File: src/inc/nps_pkg.sv
package nps_pkg;
    // clock and probe addressing
    localparam int CLK_HZ = 10_000_000;
    localparam int PROBE_W = 5;
    localparam int MAX_PROBES = 20;
    localparam int LIST_DEPTH = 32;
    localparam int LIST_AW = 5;
    localparam int LIST_LEN_W = 6;
    // field widths
    localparam int PW_W = 16;
    localparam int DLY_W = 24;
    localparam int SHIFT_W = 18;
    localparam int ENV_W = 12;
    localparam int CNT_W = 32;
    // times as printed, and their cycle counts
    localparam int REEXCITE_MS = 400;
    localparam int REEXCITE_CYC = REEXCITE_MS * (CLK_HZ / 1000);
    localparam int MAINS_PERIOD_US = 17000;
    localparam int MAINS_CYC = MAINS_PERIOD_US * (CLK_HZ / 1_000_000);
    localparam int DIGI_WINDOW_US = 5000;
    localparam int DIGI_CYC = DIGI_WINDOW_US * (CLK_HZ / 1_000_000);
    localparam int SUPERCYCLE_MS = 1330;
    localparam int SUPERCYCLE_CYC = SUPERCYCLE_MS * (CLK_HZ / 1000);
    localparam int INJECTION_MS = 500;
    localparam int INJECTION_CYC = INJECTION_MS * (CLK_HZ / 1000);
    localparam int REF_HZ = 20_000_000;

    typedef struct packed {
        logic [LIST_LEN_W-1:0] list_len;
        logic [PW_W-1:0] pulse_width;
        logic [DLY_W-1:0] start_delay;
        logic [SHIFT_W-1:0] mains_shift;
        logic sync_en;
        logic window_en;
        logic inj_inside;
    } nps_cfg_s;

    typedef struct packed {
        logic [CNT_W-1:0] crossings;
        logic [CNT_W-1:0] ticks;
        logic timed_out;
    } nps_count_s;

    typedef enum logic [3:0] {
        S_IDLE, S_FETCH, S_LOAD, S_SYNC, S_DELAY, S_SHIFT, S_GATE, S_FIRE, S_ACQ
    } nps_seq_e;

    typedef enum logic [1:0] {
        Z_IDLE, Z_MASK, Z_FIRST, Z_COUNT
    } nps_zc_e;

    function automatic logic nps_rise(input logic cur, input logic prev);
        return cur & ~prev;
    endfunction
endpackage

File: src/design/nps_probe_list.sv
`timescale 1ns/1ps
module nps_probe_list import nps_pkg::*; #(
    parameter int DEPTH = LIST_DEPTH,
    parameter int AW = LIST_AW,
    parameter int W = PROBE_W
) (
    // clock
    input wire logic clk,
    input wire logic ce,
    // write side
    input wire logic wr_en,
    input wire logic [AW-1:0] wr_addr,
    input wire logic [W-1:0] wr_data,
    // read side
    input wire logic rd_en,
    input wire logic [AW-1:0] rd_addr,
    output logic [W-1:0] rd_data
);
    if (DEPTH > (1 << AW) || DEPTH < 1) begin : g_bad_depth
        $error("probe list depth does not fit its address");
    end

    logic [W-1:0] mem_r [DEPTH];

    always_ff @(posedge clk) begin
        if (ce && wr_en && int'(wr_addr) < DEPTH) begin
            mem_r[wr_addr] <= wr_data;
        end
        if (ce && rd_en) begin
            rd_data <= mem_r[rd_addr];
        end
    end
endmodule // nps_probe_list

File: src/design/nps_probe_sequencer.sv
`timescale 1ns/1ps
module nps_probe_sequencer import nps_pkg::*; #(
    parameter int REEXCITE_CYCLES = REEXCITE_CYC,
    parameter int SUPERCYCLE_CYCLES = SUPERCYCLE_CYC,
    parameter int INJECTION_CYCLES = INJECTION_CYC,
    parameter int MAINS_CYCLES = MAINS_CYC,
    parameter int DIGI_CYCLES = DIGI_CYC,
    parameter int ZC_MAX_CYCLES = DIGI_CYC
) (
    // clock and reset
    input wire logic clk,
    input wire logic rst_b,
    input wire logic ce,
    // sequence control
    input wire logic start,
    input wire nps_cfg_s cfg,
    input wire logic [ENV_W-1:0] env_threshold,
    // probe list loading
    input wire logic list_wr_en,
    input wire logic [LIST_AW-1:0] list_wr_addr,
    input wire logic [PROBE_W-1:0] list_wr_code,
    // accelerator timing pins
    input wire logic accel_event,
    input wire logic supercycle_event,
    // multiplexer and pulser
    output logic [PROBE_W-1:0] probe_sel,
    output logic spin_tip_trigger,
    input wire logic saturation_mask,
    input wire logic decay_signal,
    input wire logic [ENV_W-1:0] decay_envelope,
    input wire logic ref_clk_in,
    // digitizers
    output logic digitizer_trigger,
    // status and results
    output logic busy,
    output logic seq_done,
    output logic [LIST_AW-1:0] probe_index,
    output nps_count_s count,
    output logic count_valid
);
    localparam int CW = DLY_W;
    localparam int GW = $clog2(REEXCITE_CYCLES + 1);
    localparam int SW = $clog2(SUPERCYCLE_CYCLES + 1);

    if (INJECTION_CYCLES >= SUPERCYCLE_CYCLES || MAINS_CYCLES < 1
        || DIGI_CYCLES < 1 || REEXCITE_CYCLES < 1
        || MAINS_CYCLES > (1 << CW) || DIGI_CYCLES > (1 << CW)) begin : g_bad_params
        $error("sequencer timing parameters out of range");
    end

    // pin synchronisers, third stage for edge detection
    logic [2:0] acc_r, sc_r;
    logic acc_edge, sc_edge;
    assign acc_edge = nps_rise(acc_r[1], acc_r[2]);
    assign sc_edge = nps_rise(sc_r[1], sc_r[2]);

    // supercycle position
    logic [SW-1:0] sc_pos_r, sc_pos_nxt;
    logic in_inj, window_ok;

    // sequencer state
    nps_seq_e st_r, st_nxt;
    logic [LIST_AW-1:0] idx_r, idx_nxt;
    logic [CW-1:0] cnt_r, cnt_nxt;
    logic [PROBE_W-1:0] sel_r, sel_nxt;
    logic fire_r, fire_nxt;
    logic trig_r, trig_nxt;
    logic done_r, done_nxt;
    logic [GW-1:0] guard_r [MAX_PROBES];
    logic [GW-1:0] guard_nxt [MAX_PROBES];

    // list memory and counter hookup
    logic rd_en;
    logic [PROBE_W-1:0] rd_code;
    logic zc_busy;
    logic last_step;
    logic sel_ok;
    logic probe_ready;
    logic [CW-1:0] shift_cyc;
    logic [CW-1:0] width_cyc;

    nps_probe_list #(
        .DEPTH(LIST_DEPTH),
        .AW(LIST_AW),
        .W(PROBE_W)
    ) u_list (
        .clk(clk),
        .ce(ce),
        .wr_en(list_wr_en),
        .wr_addr(list_wr_addr),
        .wr_data(list_wr_code),
        .rd_en(rd_en),
        .rd_addr(idx_r),
        .rd_data(rd_code)
    );

    nps_zc_counter #(
        .MAX_CYCLES(ZC_MAX_CYCLES)
    ) u_zc (
        .clk(clk),
        .rst_b(rst_b),
        .ce(ce),
        .arm(trig_r),
        .env_threshold(env_threshold),
        .saturation_mask(saturation_mask),
        .decay_signal(decay_signal),
        .decay_envelope(decay_envelope),
        .ref_clk_in(ref_clk_in),
        .count(count),
        .count_valid(count_valid),
        .busy(zc_busy)
    );

    assign rd_en = st_r == S_FETCH;
    assign in_inj = sc_pos_r < SW'(INJECTION_CYCLES);
    assign window_ok = !cfg.window_en || (in_inj == cfg.inj_inside);
    assign last_step = 32'(idx_r) + 1 >= 32'(cfg.list_len) || 32'(idx_r) + 1 >= LIST_DEPTH;
    assign sel_ok = 32'(sel_r) < MAX_PROBES;
    assign probe_ready = sel_ok && guard_r[sel_r[PROBE_W-1:0] % PROBE_W'(MAX_PROBES)] == '0;
    assign shift_cyc = (32'(cfg.mains_shift) >= MAINS_CYCLES)
        ? CW'(MAINS_CYCLES - 1) : CW'(cfg.mains_shift);
    assign width_cyc = (cfg.pulse_width == '0) ? CW'(1) : CW'(cfg.pulse_width);

    assign probe_sel = sel_r;
    assign spin_tip_trigger = fire_r;
    assign digitizer_trigger = trig_r;
    assign seq_done = done_r;
    assign busy = st_r != S_IDLE;
    assign probe_index = idx_r;

    // supercycle position: restarts on each supercycle mark, saturates
    always_comb begin
        sc_pos_nxt = sc_pos_r;
        if (sc_edge) begin
            sc_pos_nxt = '0;
        end else if (sc_pos_r < SW'(SUPERCYCLE_CYCLES)) begin
            sc_pos_nxt = sc_pos_r + 1'b1;
        end
    end

    // per-probe re-excitation guard
    always_comb begin
        for (int i = 0; i < MAX_PROBES; i++) begin
            guard_nxt[i] = (guard_r[i] != '0) ? guard_r[i] - 1'b1 : guard_r[i];
        end
        if (st_r == S_GATE && window_ok && probe_ready) begin
            guard_nxt[sel_r % PROBE_W'(MAX_PROBES)] = GW'(REEXCITE_CYCLES);
        end
    end

    // step sequencer
    always_comb begin
        st_nxt = st_r;
        idx_nxt = idx_r;
        cnt_nxt = (cnt_r != '0) ? cnt_r - 1'b1 : cnt_r;
        sel_nxt = sel_r;
        fire_nxt = 1'b0;
        trig_nxt = 1'b0;
        done_nxt = done_r;
        case (st_r)
            S_IDLE: begin
                if (start) begin
                    done_nxt = 1'b0;
                    idx_nxt = '0;
                    if (cfg.list_len == '0) begin
                        done_nxt = 1'b1;
                    end else begin
                        st_nxt = S_FETCH;
                    end
                end
            end
            S_FETCH: st_nxt = S_LOAD;
            S_LOAD: begin
                sel_nxt = rd_code;
                st_nxt = S_SYNC;
            end
            S_SYNC: begin
                if (!cfg.sync_en || acc_edge) begin
                    st_nxt = S_DELAY;
                    cnt_nxt = cfg.start_delay;
                end
            end
            S_DELAY: begin
                if (cnt_r == '0) begin
                    st_nxt = S_SHIFT;
                    cnt_nxt = shift_cyc;
                end
            end
            S_SHIFT: begin
                if (cnt_r == '0) begin
                    st_nxt = S_GATE;
                end
            end
            S_GATE: begin
                if (!sel_ok) begin
                    st_nxt = S_ACQ;
                    cnt_nxt = '0;
                end else if (window_ok && probe_ready) begin
                    st_nxt = S_FIRE;
                    fire_nxt = 1'b1;
                    cnt_nxt = width_cyc - 1'b1;
                end
            end
            S_FIRE: begin
                if (cnt_r == '0) begin
                    st_nxt = S_ACQ;
                    trig_nxt = 1'b1;
                    cnt_nxt = CW'(DIGI_CYCLES - 1);
                end else begin
                    fire_nxt = 1'b1;
                end
            end
            S_ACQ: begin
                if (cnt_r == '0 && !zc_busy && !trig_r) begin
                    if (last_step) begin
                        st_nxt = S_IDLE;
                        done_nxt = 1'b1;
                    end else begin
                        idx_nxt = idx_r + 1'b1;
                        st_nxt = S_FETCH;
                    end
                end
            end
            default: st_nxt = S_IDLE;
        endcase
    end

    always_ff @(posedge clk) begin
        if (!rst_b) begin
            acc_r <= '0;
            sc_r <= '0;
            sc_pos_r <= SW'(SUPERCYCLE_CYCLES);
            st_r <= S_IDLE;
            idx_r <= '0;
            cnt_r <= '0;
            sel_r <= '0;
            fire_r <= 1'b0;
            trig_r <= 1'b0;
            done_r <= 1'b0;
            for (int i = 0; i < MAX_PROBES; i++) begin
                guard_r[i] <= '0;
            end
        end else if (ce) begin
            acc_r <= {acc_r[1:0], accel_event};
            sc_r <= {sc_r[1:0], supercycle_event};
            sc_pos_r <= sc_pos_nxt;
            st_r <= st_nxt;
            idx_r <= idx_nxt;
            cnt_r <= cnt_nxt;
            sel_r <= sel_nxt;
            fire_r <= fire_nxt;
            trig_r <= trig_nxt;
            done_r <= done_nxt;
            for (int i = 0; i < MAX_PROBES; i++) begin
                guard_r[i] <= guard_nxt[i];
            end
        end
    end
endmodule // nps_probe_sequencer

File: src/design/nps_zc_counter.sv
`timescale 1ns/1ps
module nps_zc_counter import nps_pkg::*; #(
    parameter int MAX_CYCLES = DIGI_CYC
) (
    // clock and reset
    input wire logic clk,
    input wire logic rst_b,
    input wire logic ce,
    // control
    input wire logic arm,
    input wire logic [ENV_W-1:0] env_threshold,
    // pins
    input wire logic saturation_mask,
    input wire logic decay_signal,
    input wire logic [ENV_W-1:0] decay_envelope,
    input wire logic ref_clk_in,
    // result
    output nps_count_s count,
    output logic count_valid,
    output logic busy
);
    localparam int TW = $clog2(MAX_CYCLES + 1);
    if (MAX_CYCLES < 1) begin : g_bad_max
        $error("zero-crossing timeout must be at least one cycle");
    end

    logic [2:0] sig_r, ref_r;
    logic [1:0] mask_r;
    logic [ENV_W-1:0] env1_r, env2_r;
    nps_zc_e st_r, st_nxt;
    logic [TW-1:0] tmr_r, tmr_nxt;
    logic [CNT_W-1:0] k_r, k_nxt, n_r, n_nxt;
    nps_count_s count_nxt;
    logic valid_nxt;
    logic pos_x, tick, env_low, tmo, stop;

    assign pos_x = nps_rise(sig_r[2], sig_r[1]) == 1'b0 && nps_rise(sig_r[1], sig_r[2]);
    assign tick = nps_rise(ref_r[1], ref_r[2]);
    assign env_low = env2_r < env_threshold;
    assign tmo = tmr_r == '0;
    assign stop = env_low || tmo;
    assign busy = st_r != Z_IDLE;

    always_comb begin
        st_nxt = st_r;
        tmr_nxt = (tmr_r != '0) ? tmr_r - 1'b1 : tmr_r;
        k_nxt = k_r;
        n_nxt = n_r + CNT_W'(tick);
        count_nxt = count;
        valid_nxt = 1'b0;
        case (st_r)
            Z_IDLE: begin
                if (arm) begin
                    st_nxt = Z_MASK;
                    tmr_nxt = TW'(MAX_CYCLES - 1);
                end
            end
            Z_MASK: begin
                if (tmo) begin
                    st_nxt = Z_IDLE;
                    count_nxt = '{crossings: '0, ticks: '0, timed_out: 1'b1};
                    valid_nxt = 1'b1;
                end else if (!mask_r[1]) begin
                    st_nxt = Z_FIRST;
                end
            end
            Z_FIRST: begin
                if (stop) begin
                    st_nxt = Z_IDLE;
                    count_nxt = '{crossings: '0, ticks: '0, timed_out: tmo};
                    valid_nxt = 1'b1;
                end else if (pos_x) begin
                    st_nxt = Z_COUNT;
                    k_nxt = '0;
                    n_nxt = '0;
                end
            end
            Z_COUNT: begin
                if (pos_x) begin
                    k_nxt = k_r + 1'b1;
                    count_nxt.crossings = k_r + 1'b1;
                    count_nxt.ticks = n_r + CNT_W'(tick);
                end
                if (stop) begin
                    st_nxt = Z_IDLE;
                    count_nxt.timed_out = tmo;
                    valid_nxt = 1'b1;
                end
            end
            default: st_nxt = Z_IDLE;
        endcase
        if (st_r == Z_IDLE && arm) begin
            count_nxt = '0;
        end
    end

    always_ff @(posedge clk) begin
        if (!rst_b) begin
            sig_r <= '0;
            ref_r <= '0;
            mask_r <= '0;
            env1_r <= '0;
            env2_r <= '0;
            st_r <= Z_IDLE;
            tmr_r <= '0;
            k_r <= '0;
            n_r <= '0;
            count <= '0;
            count_valid <= 1'b0;
        end else if (ce) begin
            sig_r <= {sig_r[1:0], decay_signal};
            ref_r <= {ref_r[1:0], ref_clk_in};
            mask_r <= {mask_r[0], saturation_mask};
            env1_r <= decay_envelope;
            env2_r <= env1_r;
            st_r <= st_nxt;
            tmr_r <= tmr_nxt;
            k_r <= k_nxt;
            n_r <= n_nxt;
            count <= count_nxt;
            count_valid <= valid_nxt;
        end
    end
endmodule // nps_zc_counter

File: config.mk
export PLATFORM = sky130hd
export DESIGN_NAME = nps_probe_sequencer
export DESIGN_NICKNAME = d
export VERILOG_FILES = /design/src/inc/nps_pkg.sv /design/src/design/nps_probe_list.sv /design/src/design/nps_probe_sequencer.sv /design/src/design/nps_zc_counter.sv
export SDC_FILE = /design/constraint.sdc
export NUM_CORES = 2
export LEC_CHECK = 0
export BUFFER_PORTS_ARGS = -buffer_cell sky130_fd_sc_hd__buf_4
export CAP_MARGIN = 20
export CORE_MARGIN = 1.5
export CORE_UTILIZATION = 25
export DETAILED_ROUTE_END_ITERATION = 10
export HOLD_SLACK_MARGIN = 0.06
export PLACE_DENSITY_LB_ADDON = 0.1
export SLEW_MARGIN = 30
export SYNTH_ARGS = -nofsm -noshare
export SYNTH_HDL_FRONTEND = slang
export SYNTH_SLANG_ARGS = --single-unit
File: constraint.sdc
create_clock -name clk -period 11.45 [get_ports clk]
set_input_delay 1.145 -clock clk [delete_from_list [all_inputs] [get_ports clk]]
set_output_delay 1.145 -clock clk [all_outputs]
set_load 0.05 [all_outputs]
== After elaboration in Yosys (flattened, before gate mapping) ==
Memory sizes are Yosys's and may differ from the RTL's. A register that Yosys moved wholly into a read port is not among the register bits.
Index checks and enable logic that the tools add are counted.

* Reduce and logical (&&, ||, !) cells: 64
* Multiplexer cells: 112
* Div/mod/pow operators: 1
* Magnitude comparators: 9
* Add/sub/neg operators: 28
* Equal/unequal tests: 33
* $mul: 0
* Shift operators: 0
* Bitwise logic cells: 35

{| class="wikitable"
|+ Operator list
! kind !! number
|-
| 22-bit two-way mux || 41
|-
| 440-bit two-way mux || 1
|-
| 22-bit nonzero test || 20
|-
| 22-bit by 1-bit subtractor with 22-bit output (second input constant) || 20
|-
| 300-bit AND || 1
|-
| 300-bit NOT || 1
|-
| 65-bit two-way mux || 3
|-
| 65-bit one-hot mux with 3 select lines || 1
|-
| 24-bit two-way mux || 8
|-
| 32-bit two-way mux || 6
|-
| 140-bit bitwise OR || 1
|-
| 22-bit demux with 5-bit select || 1
|-
| 24-bit one-hot mux with 4 select lines || 1
|-
| 16-bit two-way mux || 4
|-
| 64-bit two-way mux || 1
|-
| 32-bit one-hot mux with 2 select lines || 1
|-
| 4-bit two-way mux || 9
|-
| 4-bit one-hot mux with 9 select lines || 1
|-
| 32-bit by 1-bit adder with 32-bit output || 1
|-
| 32-bit by 1-bit adder with 32-bit output (second input constant) || 1
|-
| 32-bit by 6-bit >= comparator with 1-bit output || 1
|-
| 16-bit zero test || 2
|-
| 5-bit AND reduction || 6
|-
| 24-bit by 1-bit adder with 24-bit output (second input constant) || 1
|-
| 51 further kinds || 149
|}

* Memory bits (read-only): 0
* Output and inout bits: 80
* Word-level logic and storage cells: 307
* Memories: 2
* Latch bits: 0
* Bits in registers: 251
* RAM bits: 600

{| class="wikitable"
|+ Memories
! name !! depth !! bits a word !! read ports !! clocked after Yosys merged registers in !! wr ports !! RTL line !! RTL
|-
| guard_r || 20 || 22 || 21 || 0 || 20 || nps_probe_sequencer.sv:69 || <nowiki>logic [GW-1:0] guard_r [MAX_PROBES];</nowiki>
|-
| u_list.mem_r || 32 || 5 || 1 || 1 || 1 || nps_probe_list.sv:23 || <nowiki>logic [W-1:0] mem_r [DEPTH];</nowiki>
|}

== Logic depth before layout (Yosys ltp) ==
* Word-level depth: 10
* Mapped depth: 15
* Depth with buffers taken out: 12

== Hierarchy ==
A second synthesis with hierarchy kept.

* Cell total of the unflattened synthesis: 4,557
* Area total of the unflattened synthesis: 45,982.9 um^2

{| class="wikitable"
|+ Modules (own cells, without submodules)
! module !! instances !! sequential area each (um^2) !! area each (um^2) !! cells an instance
|-
| nps_probe_sequencer || 1 || 14,634.0 || 31,367.6 || 3,275
|-
| nps_zc_counter || 1 || 3,603.5 || 8,209.1 || 1,003
|-
| nps_probe_list || 1 || 4,954.8 || 6,406.1 || 279
|}

== Worst setup path after synthesis ==
OpenSTA, ideal clock, no wires.

* Path type: input to register
* From: input port ce
* To: memory guard_r[0][0] in the netlist's numbering (enable)
* Stages: 4
* Data required time: 10,664 ps
* Arrival time: 10,192 ps
* Path buffers: 2
* Library setup time: 786 ps
* Path slack: 473 ps
* Cells stage by stage: clkbuf_1 nor2_1 clkbuf_1 inv_1

{| class="wikitable"
|+ RTL lines
! what !! RTL line !! RTL
|-
| start, declared || nps_probe_sequencer.sv:13 || <nowiki>input wire logic ce,</nowiki>
|-
| end, declared || nps_probe_sequencer.sv:69 ||
|}

==> run summary <==
run status -> finished clean
design area -> 53800 µm²
clock power share -> 41.8%
largest net degree at the start of global routing -> 145
ys flop type -> edfxtp_1
CTS H-tree lvls -> 3
core box area -> 183000 µm²
clk_skew -> 0.0587 ns
remaining antenna violation count -> 0
layout cell share with drive strength beyond 1 -> 12.0%
aggregate routed wire length -> 145000 µm
startpoint types -> register
Residual DRC -> 0
clock latency on the worst-skew pair -> 0.77 ns
routed vias -> 35.0k
# port buffers -> 190
total negative slack -> 0 ns
met2 usage -> 24.1%
Slew Limit Fails -> 0
Crit Path Max Fanout -> 40
DRT iter0 DRCs -> 2072
final worst slack -> 6.08 ns
Comb pwr share -> 13.4%
async set-reset flop share out of synthesis -> 0%
TritonCTS clock tree -> built
Min-Delay Path Class -> register to register
Mapped Cells -> 4586
CTS Buf Count -> 112
sequential fraction of the synthesis area -> 50.2%
CP required -> 11.89 ns
Synthesized Nets -> 4762
clock sinks -> 856
global route hottest layer -> met2
EDFF count, synth -> 605
RSZ-0062 raised after global routing -> no
crit path DAT -> 5.81 ns
Tot GR Track Use -> 15.3%
Max Cap Viol -> 0
final hold viol count -> 0
vias in the first global route -> 34.7k
final period utilization -> 46.9%
first-pass GRT wire length -> 222000 µm
initial antenna violation count -> 4
internal power -> 5.95 mW
sequential fraction of design power -> 44.8%
initial core utilization -> 25.2%
sw power -> 2.38 mW
FILL cells -> 19.1k
Area growth syn-to-layout -> 16.6%
Mapped Avg Cell Area -> 10.1 µm²
post-synth cell types -> 97
FMAX -> 186 MHz
worst setup path class -> register to register
Vias/cell -> 4.81
sw frac -> 28.5%
chip width -> 433 µm
Rows -> 157
Resize count post-CTS -> 0
GR Util met3 -> 2.05%
post-layout min period -> 5.37 ns
CTS Hold Bufs -> 0
hold slack -> 0.456 ns
Final setup viols -> 0
drt pass-1 iters -> 5
routability cong. -> 0.838
GRT Residual Overflow -> 0
Post-DP Area -> 50200 µm²
detail-routed net length per standard cell -> 19.9 µm
maximum vdd drop -> 0.119 mV
pwr dens -> 155 nW/µm²
CTS max path bufs -> 3
Die Span Y -> 433 µm
Clock transition at path regs -> 0.06 ns
Setup WS pre-CTS -> 5.90 ns
Final Power -> 8.33 mW
P_leak -> 18.4 nW
count of warnings emitted by yosys -> 0
Slew headroom -> 32.0%
Worst Tran Pin Value -> 1.02 ns
Worst Setup End Kind -> register
postcts setup bufs -> 0
M1 GR Usage -> 21.7%
DIE AREA -> 187000 µm²
Cell Area, Synth -> 46200 µm²
fin nets -> 4883
dpl hpwl -> 98600 µm
Yosys reg bits -> 856
Ports -> 191
CTS root buf -> clkbuf_16
## stage by stage
| step | cells | util [%] |
|---|---|---|
| after floorplan | 4586 | - |
| final | 7269 | 29.4 |
| after global routing | 7267 | 29.4 |
| after detailed placement | 7057 | 27.4 |
| after global placement | 7056 | 27.4 |
| after CTS | 7265 | 29.4 |
## worst max-delay path, cell delays in order, from the launching register on
cell and delay [ns]:
dfxtp_4 0.67, buf_4 0.60, nor2b_1 0.51, a22oi_1 0.12, a2111oi_0 0.49, o22ai_1 0.23
a211oi_1 0.39, o32ai_2 0.27, or2_4 0.47, buf_4 0.37, o31ai_4 0.73, nor3_1 0.13
## synth_stat cells (all sizes together) (13+ instances only)
cell type | number | share of area (%)
o41ai | 17 | 0.32
or2 | 34 | 0.46
nor3 | 215 | 2.3
or4 | 53 | 0.88
nand2b | 40 | 0.54
and3 | 28 | 0.38
nand4b | 16 | 0.30
xnor2 | 332 | 6.3
nor4 | 144 | 2.0
buf | 66 | 0.74
mux4 | 54 | 2.6
or3 | 78 | 1.1
o211ai | 24 | 0.39
mux2i | 104 | 2.3
nand2 | 432 | 3.5
nand3 | 116 | 1.3
nor2b | 32 | 0.43
a31oi | 47 | 0.64
inv | 96 | 0.78
a21oi | 241 | 2.7
a211oi | 36 | 0.59
o31ai | 43 | 1.3
a21o | 15 | 0.24
nor2 | 665 | 5.4
clkbuf | 159 | 1.3
o21ai | 142 | 1.5
ha | 65 | 1.8
o22ai | 41 | 0.56
and2 | 13 | 0.18
nand4 | 49 | 0.66
xor2 | 138 | 2.6
edfxtp | 605 | 39
dfxtp | 251 | 11
nor3b | 19 | 0.31
nand3b | 24 | 0.40
## cell families (layout without fill, tap and decap cells)
family | Yosys count | in the layout | synth area share, %
AND/OR/NAND/NOR | 1994 | 1994 | 20.8
flip-flops | 856 | 856 | 50.2
AO/OA/AOI/OAI | 711 | 711 | 10.3
XOR/XNOR | 470 | 470 | 8.91
buffers and inverters | 322 | 537 | 2.82
multiplexers | 168 | 168 | 5.13
adder cells (fa/ha/maj) | 65 | 65 | 1.76
other | 0 | 4 | 0
## cells in the final DEF, fill, tap and decap left out, drive strengths merged, types with 13 or more instances in the layout
cell    Yosys  layout
o31ai      43      43
edfxtp    605     605
nand2     432     432
o211ai     24      24
or4        53      53
nor2      665     665
mux4       54      54
nor4      144     144
nand4b     16      16
or3        78      78
nand2b     40      40
nor2b      32      32
buf        66     232
xor2      138     138
o21ai     142     142
ha         65      65
a211oi     36      36
inv        96      97
nand3b     24      24
a21o       15      15
nor3b      19      19
a31oi      47      47
nor3      215     215
dfxtp     251     251
or2        34      34
xnor2     332     332
a21oi     241     241
clkinv      1      44
and2       13      13
clkbuf    159     157
nand4      49      49
mux2i     104     104
o22ai      41      41
and3       28      28
o41ai      17      17
nand3     116     116
## per-layer routing
metal  wire (µm)  vias up
li1            -    17000
met1       70200    17300
met2       66400      547
met3        5290      154
met4        2710        2
met5          10        -
## area by class of cell
cell class	instances	area (µm²)	share of cell area, %
antenna	4	10.0	0.0186
clock buffer	157	3080	5.72
inverter	97	379	0.704
multi-input combinational	3408	21800	40.5
sequential	856	23200	43.1
clock inverter	51	524	0.974
tap	2464	3080	5.73
timing repair buffer	232	1760	3.27
## worst paths after layout
path                                    from             end  slack, ns  depth (start not counted)
worst min register to register  u_zc.n_r[31]    u_zc.n_r[31]       0.46                          2
worst max-delay path            probe_sel[1]  guard_r[14][0]       6.08                         11
worst min-delay path            u_zc.n_r[31]    u_zc.n_r[31]       0.46                          2
worst max register to register  probe_sel[1]  guard_r[14][0]       6.08                         11
## registers in the layout (all words and copies together) (netlist names), 12 cells and up
signal / cells
u_zc.count: 65
u_zc.env1_r: 12
u_zc.env2_r: 12
sc_pos_r: 24
u_zc.tmr_r: 16
guard_r: 440
cnt_r: 24
u_zc.k_r: 32
u_list.mem_r: 160
u_zc.n_r: 32
## power groups by stage
stage | registers [mW] | logic [mW] | clock network, mW
after floorplan | 3.75 | 0.812 | 0
after global placement | 3.80 | 1.12 | 0
after detailed placement | 3.80 | 1.12 | 0
after CTS | 3.74 | 1.13 | 3.61
after global routing | 3.77 | 1.25 | 3.72
final | 3.74 | 1.11 | 3.48
Power figures use the tool's default switching activity.
